File: config.mk
export PLATFORM = sky130hd
export DESIGN_NAME = rsfc_regs
export DESIGN_NICKNAME = d
export VERILOG_FILES = /design/src/core/rsfc_pkg.sv /design/src/core/rsfc_regs.sv /design/src/core/rsfc_fail_counter.sv /design/src/core/rsfc_rate_decode.sv
export SDC_FILE = /design/constraint.sdc
export NUM_CORES = 1
export LEC_CHECK = 0
export BUFFER_PORTS_ARGS = -buffer_cell sky130_fd_sc_hd__buf_2
export CAP_MARGIN = 20
export CORE_MARGIN = 5
export CORE_UTILIZATION = 50
export CTS_CLUSTER_SIZE = 12
export DETAILED_ROUTE_END_ITERATION = 8
export GPL_ROUTABILITY_DRIVEN = 0
export PLACE_DENSITY = 0.87
export SYNTH_ARGS = -nofsm -noshare
export SYNTH_HDL_FRONTEND = slang
export SYNTH_SLANG_ARGS = --single-unit
File: constraint.sdc
create_clock -name mclk_in -period 8.6 [get_ports mclk_in]
set_clock_uncertainty 0.15 [all_clocks]
set_input_delay 1.72 -clock mclk_in [delete_from_list [all_inputs] [get_ports mclk_in]]
set_output_delay 1.72 -clock mclk_in [all_outputs]
set_load 0.005 [all_outputs]
File: src/core/rsfc_pkg.sv
// Shared constants for the receive statistics and FSK configuration bank
`default_nettype none
package rsfc_pkg;
  localparam int RSFC_AW = 12;
  localparam int RSFC_IW = 10;
  // Register indices; byte address is index times four
  localparam logic [9:0] RSFC_IDX_STATS = 10'h143;
  localparam logic [9:0] RSFC_IDX_CNT = 10'h150;
  localparam logic [9:0] RSFC_IDX_FINE = 10'h158;
  localparam logic [9:0] RSFC_IDX_COARSE = 10'h15A;
  localparam logic [9:0] RSFC_IDX_CCA = 10'h15E;
  localparam logic [9:0] RSFC_IDX_FSK0 = 10'h160;
  localparam logic [9:0] RSFC_IDX_FSK1 = 10'h161;
  localparam logic [9:0] RSFC_IDX_FSK2 = 10'h162;
  // Reset values
  localparam logic [31:0] RSFC_RST_CNT = 32'h00000000;
  localparam logic [9:0] RSFC_RST_FINE = 10'h200;
  localparam logic [7:0] RSFC_RST_COARSE = 8'h80;
  localparam logic [7:0] RSFC_RST_CCA = 8'h00;
  localparam logic [4:0] RSFC_RST_FSK0 = 5'h00;
  localparam logic [7:0] RSFC_RST_FSK1 = 8'h8C;
  localparam logic [1:0] RSFC_RST_FSK2 = 2'h0;
  // Field positions
  localparam int RSFC_STATS_CLR = 0;
  localparam int RSFC_CCA_OVR = 0;
  localparam int RSFC_CCA_IDX = 1;
  localparam int RSFC_CCA_RATE_LSB = 2;
  localparam int RSFC_CCA_OPT_LSB = 6;
  localparam int RSFC_FSK0_IDX = 0;
  localparam int RSFC_FSK0_RATE_LSB = 1;
  localparam int RSFC_F1_FECRX = 0;
  localparam int RSFC_F1_ENC = 1;
  localparam int RSFC_F1_CRC16 = 2;
  localparam int RSFC_F1_WHITE = 3;
  localparam int RSFC_F1_HB1 = 4;
  localparam int RSFC_F1_HB2 = 5;
  localparam int RSFC_F1_INTLV = 6;
  localparam int RSFC_F1_FORCE = 7;
  localparam int RSFC_F2_TX = 0;
  localparam int RSFC_F2_RX = 1;
  localparam int RSFC_BANKS = 2;
  // Rate per code in units of 100 bps; zero marks a prohibited code
  localparam logic [11:0] RSFC_RATE_TBL [16] = '{
    12'h1F4, 12'h3E8, 12'h5DC, 12'h7D0, 12'h064, 12'h0C8, 12'h000, 12'h000,
    12'h060, 12'h0C0, 12'h180, 12'h480, 12'h000, 12'h000, 12'h000, 12'h000};
endpackage
`default_nettype wire

File: src/core/rsfc_regs.sv
// APB register bank: CRC-fail statistics, sync power results, FSK setup
// Behaviour
// - Count each frame passing header check but failing CRC, 32 bits.
// - Failed-frame counter is zero after reset.
// - Writing one to statistics clear zeroes counter; bit self-clears.
// - Fine sync power value feeds the receive level filter.
// - Both power results follow the selected receive save bank.
// - CCA uses link rate unless override set, then CCA fields apply.
// - OFDM option field bits 7:6 select options one to four.
// - Link rate code maps to listed rates; some codes prohibited.
// - CCA rate code uses the same mapping as link rate.
// - Modulation index bit selects 0.5 when clear, 1.0 when set.
// - Bit 0 enables receive FEC; bit 1 selects encoder type.
// - CRC width bit selects 32 or 16; auto ACK follows received frame.
// - Whitening applies to transmitted frames only while bit 3 set.
// - Bits 5 and 4 are sent as header bits 2 and 1.
// - Force-clear bit makes received mode-switch flag read as zero.
// - Separate receive and transmit bits pick GFSK or plain FSK.
//
// Added by the designer: the APB interface to the registers.
`default_nettype none
module rsfc_regs
  import rsfc_pkg::*;
(
  // Clock, reset, enable
  input wire logic mclk_in,
  input wire logic resetn_in,
  input wire logic ce_in,
  // APB slave
  input wire logic psel_in,
  input wire logic penable_in,
  input wire logic pwrite_in,
  input wire logic [11:0] paddr_in,
  input wire logic [31:0] pwdata_in,
  output logic [31:0] prdata_out,
  output logic pready_out,
  output logic pslverr_out,
  // Receive frame status
  input wire logic crc_done_in,
  input wire logic crc_pass_in,
  input wire logic rx_frame_crc16_in,
  input wire logic ack_reply_in,
  input wire logic rx_mode_switch_in,
  // Sync power capture
  input wire logic sync_power_valid_in,
  input wire logic sync_power_bank_in,
  input wire logic [9:0] sync_power_fine_in,
  input wire logic [7:0] sync_power_coarse_in,
  input wire logic save_bank_sel_in,
  // Level filter
  output logic [9:0] sync_power_fine_out,
  // Rate and index controls
  output logic [11:0] link_rate_out,
  output logic link_rate_bad_out,
  output logic link_mod_index_sel_out,
  output logic [11:0] cca_rate_out,
  output logic cca_rate_bad_out,
  output logic cca_mod_index_out,
  output logic cca_rate_override_out,
  output logic [1:0] cca_ofdm_option_out,
  // Coding controls
  output logic rx_fec_enable_out,
  output logic encoder_type_sel_out,
  output logic tx_crc16_out,
  output logic whitening_enable_out,
  output logic tx_header_bit1_out,
  output logic tx_header_bit2_out,
  output logic interleave_enable_out,
  output logic rx_mode_switch_out,
  output logic rx_gauss_select_out,
  output logic tx_gauss_select_out
);
  logic [7:0] cca_reg;
  logic [4:0] fsk0_reg;
  logic [7:0] fsk1_reg;
  logic [1:0] fsk2_reg;
  logic [31:0] prdata_reg;
  logic [31:0] prdata_next;
  logic pslverr_reg;
  logic pslverr_next;
  logic [9:0] fine_bank_reg [RSFC_BANKS];
  logic [7:0] coarse_bank_reg [RSFC_BANKS];
  logic [31:0] crc_fail_count;
  logic [9:0] idx;
  logic aligned;
  logic setup;
  logic wr_en;
  logic stats_clear;
  logic fail_event;
  logic [11:0] cca_own_rate;
  logic cca_own_bad;

  assign idx = paddr_in[11:2];
  assign aligned = (paddr_in[1:0] == 2'b00);
  assign setup = psel_in && !penable_in;
  // No wait state: read data is registered in setup, so ready follows enable
  assign pready_out = psel_in && penable_in;
  assign wr_en = pready_out && pwrite_in && !pslverr_reg && ce_in;

  assign stats_clear = wr_en && (idx == RSFC_IDX_STATS) && pwdata_in[RSFC_STATS_CLR];
  assign fail_event = crc_done_in && !crc_pass_in;

  rsfc_fail_counter u_fail_cnt (
    .mclk_in(mclk_in),
    .resetn_in(resetn_in),
    .ce_in(ce_in),
    .clear_in(stats_clear),
    .inc_in(fail_event),
    .count_out(crc_fail_count)
  );

  rsfc_rate_decode u_link_rate (
    .code_in(fsk0_reg[RSFC_FSK0_RATE_LSB +: 4]),
    .rate_out(link_rate_out),
    .bad_out(link_rate_bad_out)
  );

  // CCA rate uses the same table
  rsfc_rate_decode u_cca_rate (
    .code_in(cca_reg[RSFC_CCA_RATE_LSB +: 4]),
    .rate_out(cca_own_rate),
    .bad_out(cca_own_bad)
  );

  // Read mux; unmapped or misaligned addresses answer with an error
  always_comb
  begin
    prdata_next = 32'h00000000;
    pslverr_next = 1'b0;
    if (!aligned)
    begin
      pslverr_next = 1'b1;
    end
    else
    begin
      case (idx)
        RSFC_IDX_STATS: prdata_next = 32'h00000000;
        RSFC_IDX_CNT: prdata_next = crc_fail_count;
        RSFC_IDX_FINE: prdata_next = {22'h000000, sync_power_fine_out};
        RSFC_IDX_COARSE: prdata_next = {24'h000000, coarse_bank_reg[save_bank_sel_in]};
        RSFC_IDX_CCA: prdata_next = {24'h000000, cca_reg};
        RSFC_IDX_FSK0: prdata_next = {27'h0000000, fsk0_reg};
        RSFC_IDX_FSK1: prdata_next = {24'h000000, fsk1_reg};
        RSFC_IDX_FSK2: prdata_next = {30'h00000000, fsk2_reg};
        default: pslverr_next = 1'b1;
      endcase
    end
  end

  always_ff @(posedge mclk_in)
  begin
    if (!resetn_in)
    begin
      prdata_reg <= 32'h00000000;
      pslverr_reg <= 1'b0;
    end
    else if (ce_in && setup)
    begin
      prdata_reg <= pwrite_in ? 32'h00000000 : prdata_next;
      pslverr_reg <= pslverr_next;
    end
  end

  assign prdata_out = prdata_reg;
  assign pslverr_out = pslverr_reg && pready_out;

  always_ff @(posedge mclk_in)
  begin
    if (!resetn_in)
    begin
      cca_reg <= RSFC_RST_CCA;
    end
    else if (wr_en && idx == RSFC_IDX_CCA)
    begin
      cca_reg <= pwdata_in[7:0];
    end
  end

  // Upper bits are not stored, so they always read as zero
  always_ff @(posedge mclk_in)
  begin
    if (!resetn_in)
    begin
      fsk0_reg <= RSFC_RST_FSK0;
    end
    else if (wr_en && idx == RSFC_IDX_FSK0)
    begin
      fsk0_reg <= pwdata_in[4:0];
    end
  end

  always_ff @(posedge mclk_in)
  begin
    if (!resetn_in)
    begin
      fsk1_reg <= RSFC_RST_FSK1;
    end
    else if (wr_en && idx == RSFC_IDX_FSK1)
    begin
      fsk1_reg <= pwdata_in[7:0];
    end
  end

  always_ff @(posedge mclk_in)
  begin
    if (!resetn_in)
    begin
      fsk2_reg <= RSFC_RST_FSK2;
    end
    else if (wr_en && idx == RSFC_IDX_FSK2)
    begin
      fsk2_reg <= pwdata_in[1:0];
    end
  end

  // Per-bank capture of sync power results
  genvar b;
  generate
    for (b = 0; b < RSFC_BANKS; b++)
    begin : g_bank
      always_ff @(posedge mclk_in)
      begin
        if (!resetn_in)
        begin
          fine_bank_reg[b] <= RSFC_RST_FINE;
          coarse_bank_reg[b] <= RSFC_RST_COARSE;
        end
        else if (ce_in && sync_power_valid_in && (sync_power_bank_in == 1'(b)))
        begin
          fine_bank_reg[b] <= sync_power_fine_in;
          coarse_bank_reg[b] <= sync_power_coarse_in;
        end
      end
    end
  endgenerate

  // level filter sees the fine value of the selected bank
  assign sync_power_fine_out = fine_bank_reg[save_bank_sel_in];

  // link index bit, 0.5 when clear, 1.0 when set
  assign link_mod_index_sel_out = fsk0_reg[RSFC_FSK0_IDX];
  // CCA rate and index settings apply only under override
  assign cca_rate_override_out = cca_reg[RSFC_CCA_OVR];
  assign cca_rate_out = cca_rate_override_out ? cca_own_rate : link_rate_out;
  assign cca_rate_bad_out = cca_rate_override_out ? cca_own_bad : link_rate_bad_out;
  assign cca_mod_index_out = cca_rate_override_out ? cca_reg[RSFC_CCA_IDX]
                                                   : link_mod_index_sel_out;
  // option code 00 to 11 is option one to four
  assign cca_ofdm_option_out = cca_reg[RSFC_CCA_OPT_LSB +: 2];

  assign rx_fec_enable_out = fsk1_reg[RSFC_F1_FECRX];
  assign encoder_type_sel_out = fsk1_reg[RSFC_F1_ENC];
  // auto ACK reply reuses the received CRC width
  assign tx_crc16_out = ack_reply_in ? rx_frame_crc16_in : fsk1_reg[RSFC_F1_CRC16];
  assign whitening_enable_out = fsk1_reg[RSFC_F1_WHITE];
  assign tx_header_bit1_out = fsk1_reg[RSFC_F1_HB1];
  assign tx_header_bit2_out = fsk1_reg[RSFC_F1_HB2];
  // not enforced; software keeps it set for the non-recursive encoder
  assign interleave_enable_out = fsk1_reg[RSFC_F1_INTLV];
  // forced clear of received mode-switch flag
  assign rx_mode_switch_out = rx_mode_switch_in && !fsk1_reg[RSFC_F1_FORCE];
  assign rx_gauss_select_out = fsk2_reg[RSFC_F2_RX];
  assign tx_gauss_select_out = fsk2_reg[RSFC_F2_TX];
endmodule
`default_nettype wire

File: src/core/rsfc_fail_counter.sv
// Wrapping 32-bit counter of frames that failed CRC after a good header
`default_nettype none
module rsfc_fail_counter
  import rsfc_pkg::*;
(
  // Clock and control
  input wire logic mclk_in,
  input wire logic resetn_in,
  input wire logic ce_in,
  // Events
  input wire logic clear_in,
  input wire logic inc_in,
  // Count
  output logic [31:0] count_out
);
  logic [31:0] count_reg;
  logic [31:0] count_next;

  // wraps to zero, one count per event
  // An event in the clearing cycle still counts once
  always_comb
  begin
    count_next = clear_in ? RSFC_RST_CNT : count_reg;
    if (inc_in)
    begin
      count_next = count_next + 32'h00000001;
    end
  end

  always_ff @(posedge mclk_in)
  begin
    if (!resetn_in)
    begin
      count_reg <= RSFC_RST_CNT;
    end
    else if (ce_in)
    begin
      count_reg <= count_next;
    end
  end

  assign count_out = count_reg;
endmodule
`default_nettype wire

File: src/core/rsfc_rate_decode.sv
// Decodes a 4-bit FSK rate code into a rate and a prohibited flag
`default_nettype none
module rsfc_rate_decode
  import rsfc_pkg::*;
(
  // Code
  input wire logic [3:0] code_in,
  // Decoded rate, units of 100 bps
  output logic [11:0] rate_out,
  output logic bad_out
);
  assign rate_out = RSFC_RATE_TBL[code_in];
  assign bad_out = (rate_out == 12'h000);
endmodule
`default_nettype wire

; Word level (Yosys, flattened, before mapping)
; Memory sizes are Yosys's and may differ from the RTL's.
; Index checks and enable logic that the tools add are counted.
[classes]
n_addsub = 1
eq_ne = 8
order_cmp = 2
reduce_logical = 26
mux = 26
n_bitwise = 7
[ops]
columns = cell, count
row1 = $pmux 32 s7, 1
row2 = $mux 32, 4
row3 = $eq 10x9->1 const B, 8
row4 = $mux 12, 5
row5 = $add 32x1->32 const B, 1
row6 = $logic_not 12->1, 2
row7 = $mux 10, 2
row8 = $logic_and 1x1->1, 18
row9 = $mux 8, 2
row10 = $mux 1, 12
row11 = $ge 5x5->1 const B, 2
row12 = $not 4->5, 2
row13 = $reduce_or 8->1, 1
row14 = $logic_not 1->1, 4
row15 = $or 1x1->1, 4
row16 = $logic_not 2->1, 1
row17 = $not 1->1, 1
[word_totals]
reg_bits = 88
ram_bits = 36
mem_count = 4
in_bits = 76
mem_bits_ro = 384
wordCells = 81
[memory_table]
columns = memory, depth, word_bits, rd, rd_clocked_by_memory_dff, wr, line_no
row1 = (no name shown), 16, 12, 1, 0, 0, rsfc_rate_decode.sv:12  ; assign rate_out = RSFC_RATE_TBL[code_in];
row2 = (no name shown), 16, 12, 1, 0, 0, rsfc_rate_decode.sv:12
row3 = fine_bank_reg, 2, 10, 1, 0, 2, rsfc_regs.sv:81  ; logic [9:0] fine_bank_reg [RSFC_BANKS];
row4 = coarse_bank_reg, 2, 8, 1, 0, 2, rsfc_regs.sv:82  ; logic [7:0] coarse_bank_reg [RSFC_BANKS];

; Depth between registers and ports, before layout
[logic_depth]
word_depth = 9
mapped_depth = 11
ltp_nobuf = 9

; Cells and area by module
; From an unflattened synthesis, not the netlist that was laid out.
[unflattened]
hier_cells = 729
hier_area_um2 = 6791.5
[by_module_without_submodules]
columns = mod, cells_each, instances, seq_area_each_um2, area_per_inst_um2
row1 = rsfc_regs, 438, 1, 2202.1, 4465.5
row2 = rsfc_fail_counter, 213, 1, 640.6, 1745.4
row3 = rsfc_rate_decode at u_cca_rate, 39, 1, 0.0, 302.8
row4 = rsfc_rate_decode at u_link_rate, 39, 1, 0.0, 277.8

; Least setup slack after synthesis
; Ideal clock, no wire load.
[synth_timing]
path_kind = input-to-output
start = input save_bank_sel_in
end = output sync_power_fine_out[5]
arrival_time_ns = 2.894
path_slack_ns = 3.836
path_buffers = 2
path_stages = 3
cell_sequence = clkbuf_1 buf_1 mux2_2
[synth_between]
elab_chain_cells = 1
[synth_rtl]
columns = element, line_no
row1 = start: declaration, rsfc_regs.sv:49  ; input wire logic save_bank_sel_in,
row2 = $mem_v2 2x10, --
row3 = end: declaration, rsfc_regs.sv:51  ; output logic [9:0] sync_power_fine_out,
; Every way passes these cells.

; Worst setup path in the final report
[layout_timing]
start = input save_bank_sel_in
end = output sync_power_fine_out[1]
; Same word-level chain as after synthesis.

==> results.sh <==
export IMPL_finalSetupViolCount=0
export IMPL_worst_setup_path_end_kind="output pin"
export IMPL_grt_pass1_vias=5185
export IMPL_fmax_mhz=219
export IMPL_root_buffer="clkbuf_16"
export IMPL_drcViolationCount=0
export IMPL_fp_dieW_um=121
export IMPL_p_leak_uw=0.00293
export IMPL_final_cell_mix="130 x buf_2, 88 x dfxtp_1, 86 x nor2_1, 47 x nand2_1, 38 x and2_1"
export IMPL_die_area_um2=14700
export IMPL_fin_nets=849
export IMPL_drt_initial_drc_count=444
export IMPL_gr_usage_met2=0.352
export IMPL_initial_utilization=0.514
export IMPL_utilization=0.623
export IMPL_synth_warning_count=0
export IMPL_overflow=0
export IMPL_htree_levels=4
export IMPL_diodes=0
export IMPL_cp_num_buf_inv=2
export IMPL_setup_tns_ps=0
export IMPL_fin_crit_ps=4570
export IMPL_synthFlopType="dfxtp_1"
export IMPL_ys_types=61
export IMPL_area_delta_synth_final_pct=21.2
export IMPL_worst_skew_pair_late_latency_ps=410
export IMPL_cp_top_family="buffers and inverters"
export IMPL_post_cts_setup_buffers=0
export IMPL_crit_fanout=18
export IMPL_whs_ps=318
export IMPL_cts_tree="yes"
export IMPL_crit_chain="buf_2 > mux2_2 > buf_2"
export IMPL_gr_usage_met1=0.275
export IMPL_grt_use_met3=0.0732
export IMPL_slowest_stage="mux2_2"
export IMPL_core_um2=12100
export IMPL_powerDensity_nw_per_um2=187
export IMPL_mostFrequentLayoutCell="buf_2"
export IMPL_clock_sinks=124
export IMPL_yosysTopAreaCellShare=0.284
export IMPL_cts_resized=0
export IMPL_grt_max_degree=59
export IMPL_synth_area_um2=6200
export IMPL_path_class="primary input to output pin"
export IMPL_critPathLaunchType="primary input"
export IMPL_drive_gt1_frac=0.259
export IMPL_syn_inst=648
export IMPL_multi_input_area_um2=3110
export IMPL_rsz0062_at_grt="no"
export IMPL_cp_arrival_ps=2700
export IMPL_hold_violations=0
export IMPL_vias=5386
export IMPL_worstMarginPinSlew_ps=874
export IMPL_rows=40
export IMPL_drv_cap=0
export IMPL_fillers=952
export IMPL_period_share=0.532
export IMPL_track_usage=0.219
export IMPL_slew_violations=0
export IMPL_die_height_um=121
export IMPL_final_seq_area_um2=2840
export IMPL_drt_pass1_iterations=5
export IMPL_drt_total_wl_um=16100
export IMPL_max_stage_delay_ps=440
export IMPL_synth_seq_cells=124
export IMPL_crit_path_frequent_cell="buf_2"
export IMPL_max_vdd_ir_drop_mv=0.145
export IMPL_synth_area_leader_cell="dfxtp_1"
export IMPL_hp_class="flop to flop"
export IMPL_antenna_found_initial=1
export IMPL_clk_pin_slew_ps=50
export IMPL_required_ps=6730
export IMPL_ant_nets=0
export IMPL_syn_avg_cell_area_um2=9.56
export IMPL_grt_pass1_wl_um=25700
export IMPL_portBuffers=130
export IMPL_status="completed"
export IMPL_async_flop_share=0
export IMPL_dp_hpwl_um=11400
export IMPL_synth_edff_count=36
export IMPL_ys_seq_area_frac=0.459
export IMPL_wl_per_cell_um=17.0
export IMPL_synth_area_top_cells="dfxtp_1 28%, edfxtp_1 17%, nor2_1 5.2%"
export IMPL_cts_hold_repair_buffers=0
export IMPL_ioPinCount=161
export IMPL_viasPerCell=5.70
export IMPL_clock_path_buffers=2
export IMPL_grt_busiest_layer="met2"
export IMPL_slew_headroom=0.415
export IMPL_cts_buffers=17
-- worst paths after layout --
check                                                             end  slack [ps]  depth (start not counted)                     start
worst max register to register  u_fail_cnt.count_out[28]$_SDFFE_PN0P_        5830                          9  pslverr_reg$_SDFFE_PN0P_
worst max-delay path                           sync_power_fine_out[1]        4030                          3          save_bank_sel_in
worst min register to register               pslverr_reg$_SDFFE_PN0P_         320                          2  pslverr_reg$_SDFFE_PN0P_
worst min-delay path                         pslverr_reg$_SDFFE_PN0P_         320                          2  pslverr_reg$_SDFFE_PN0P_
-- stage by stage --
| stage | total power (uW) | worst slack, ps | instances | instance area [um^2] |
|---|---|---|---|---|
| finish | 1410 | 4030 | 945 | 7510 |
| floorplan | 672 | 3840 | 653 | 6220 |
| CTS | 1410 | 4030 | 945 | 7510 |
| detailed placement | 703 | 4030 | 913 | 6910 |
| global route | 1440 | 3980 | 945 | 7510 |
| global placement | 699 | 4010 | 912 | 6880 |
-- synth_stat cells, types with 12 or more instances --
master and count:
nor2_1 86, a21oi_1 35, edfxtp_1 36, dfxtp_1 88, xor2_1 14, o21ai_0 16, nand2_1 47, a22oi_1 36
or3_1 12, mux2_2 17, nand3_1 20, clkbuf_1 20, mux2i_1 25, and2_1 38
-- cells by family after synthesis --
family                     count (synthesis)  share of synthesized area
other                                      1                   0.000605
and+or+nand+nor                          270                      0.231
AOI/OAI and AO/OA                        122                      0.134
adders and majority gates                 10                     0.0198
buffers and inverters                     54                     0.0432
muxes                                     45                     0.0822
xor gates and xnor gates                  22                     0.0311
DFF                                      124                      0.459
-- worst reg2reg max path: cells and delay by family, from the launching register on --
family | cells | cell delay [ps]
fa+ha+maj | 1 | 190
simple gates | 6 | 1680
compound gates | 2 | 360
flops | 1 | 340
-- report_power, final --
group,internal [uW],switching (uW),total (uW)
clock,454,261,715
sequential,615,4.11,619
combinational,29.7,43.0,72.7
total,1100,308,1410
-- final cells by class --
cell class	instances	share of cell area
inverters	11	0.00550
clock inverters	12	0.0182
clock buffers	20	0.0624
multi-input cells	475	0.413
well taps	168	0.0280
flip-flops and latches	124	0.378
repair buffers	135	0.0943
-- per-layer routing --
layer,wire (um),share of wire
met1,6760,0.42
met4,270,0.017
met5,7,0.00044
met2,7480,0.47
met3,1540,0.096
Power figures use the tool's default switching activity.
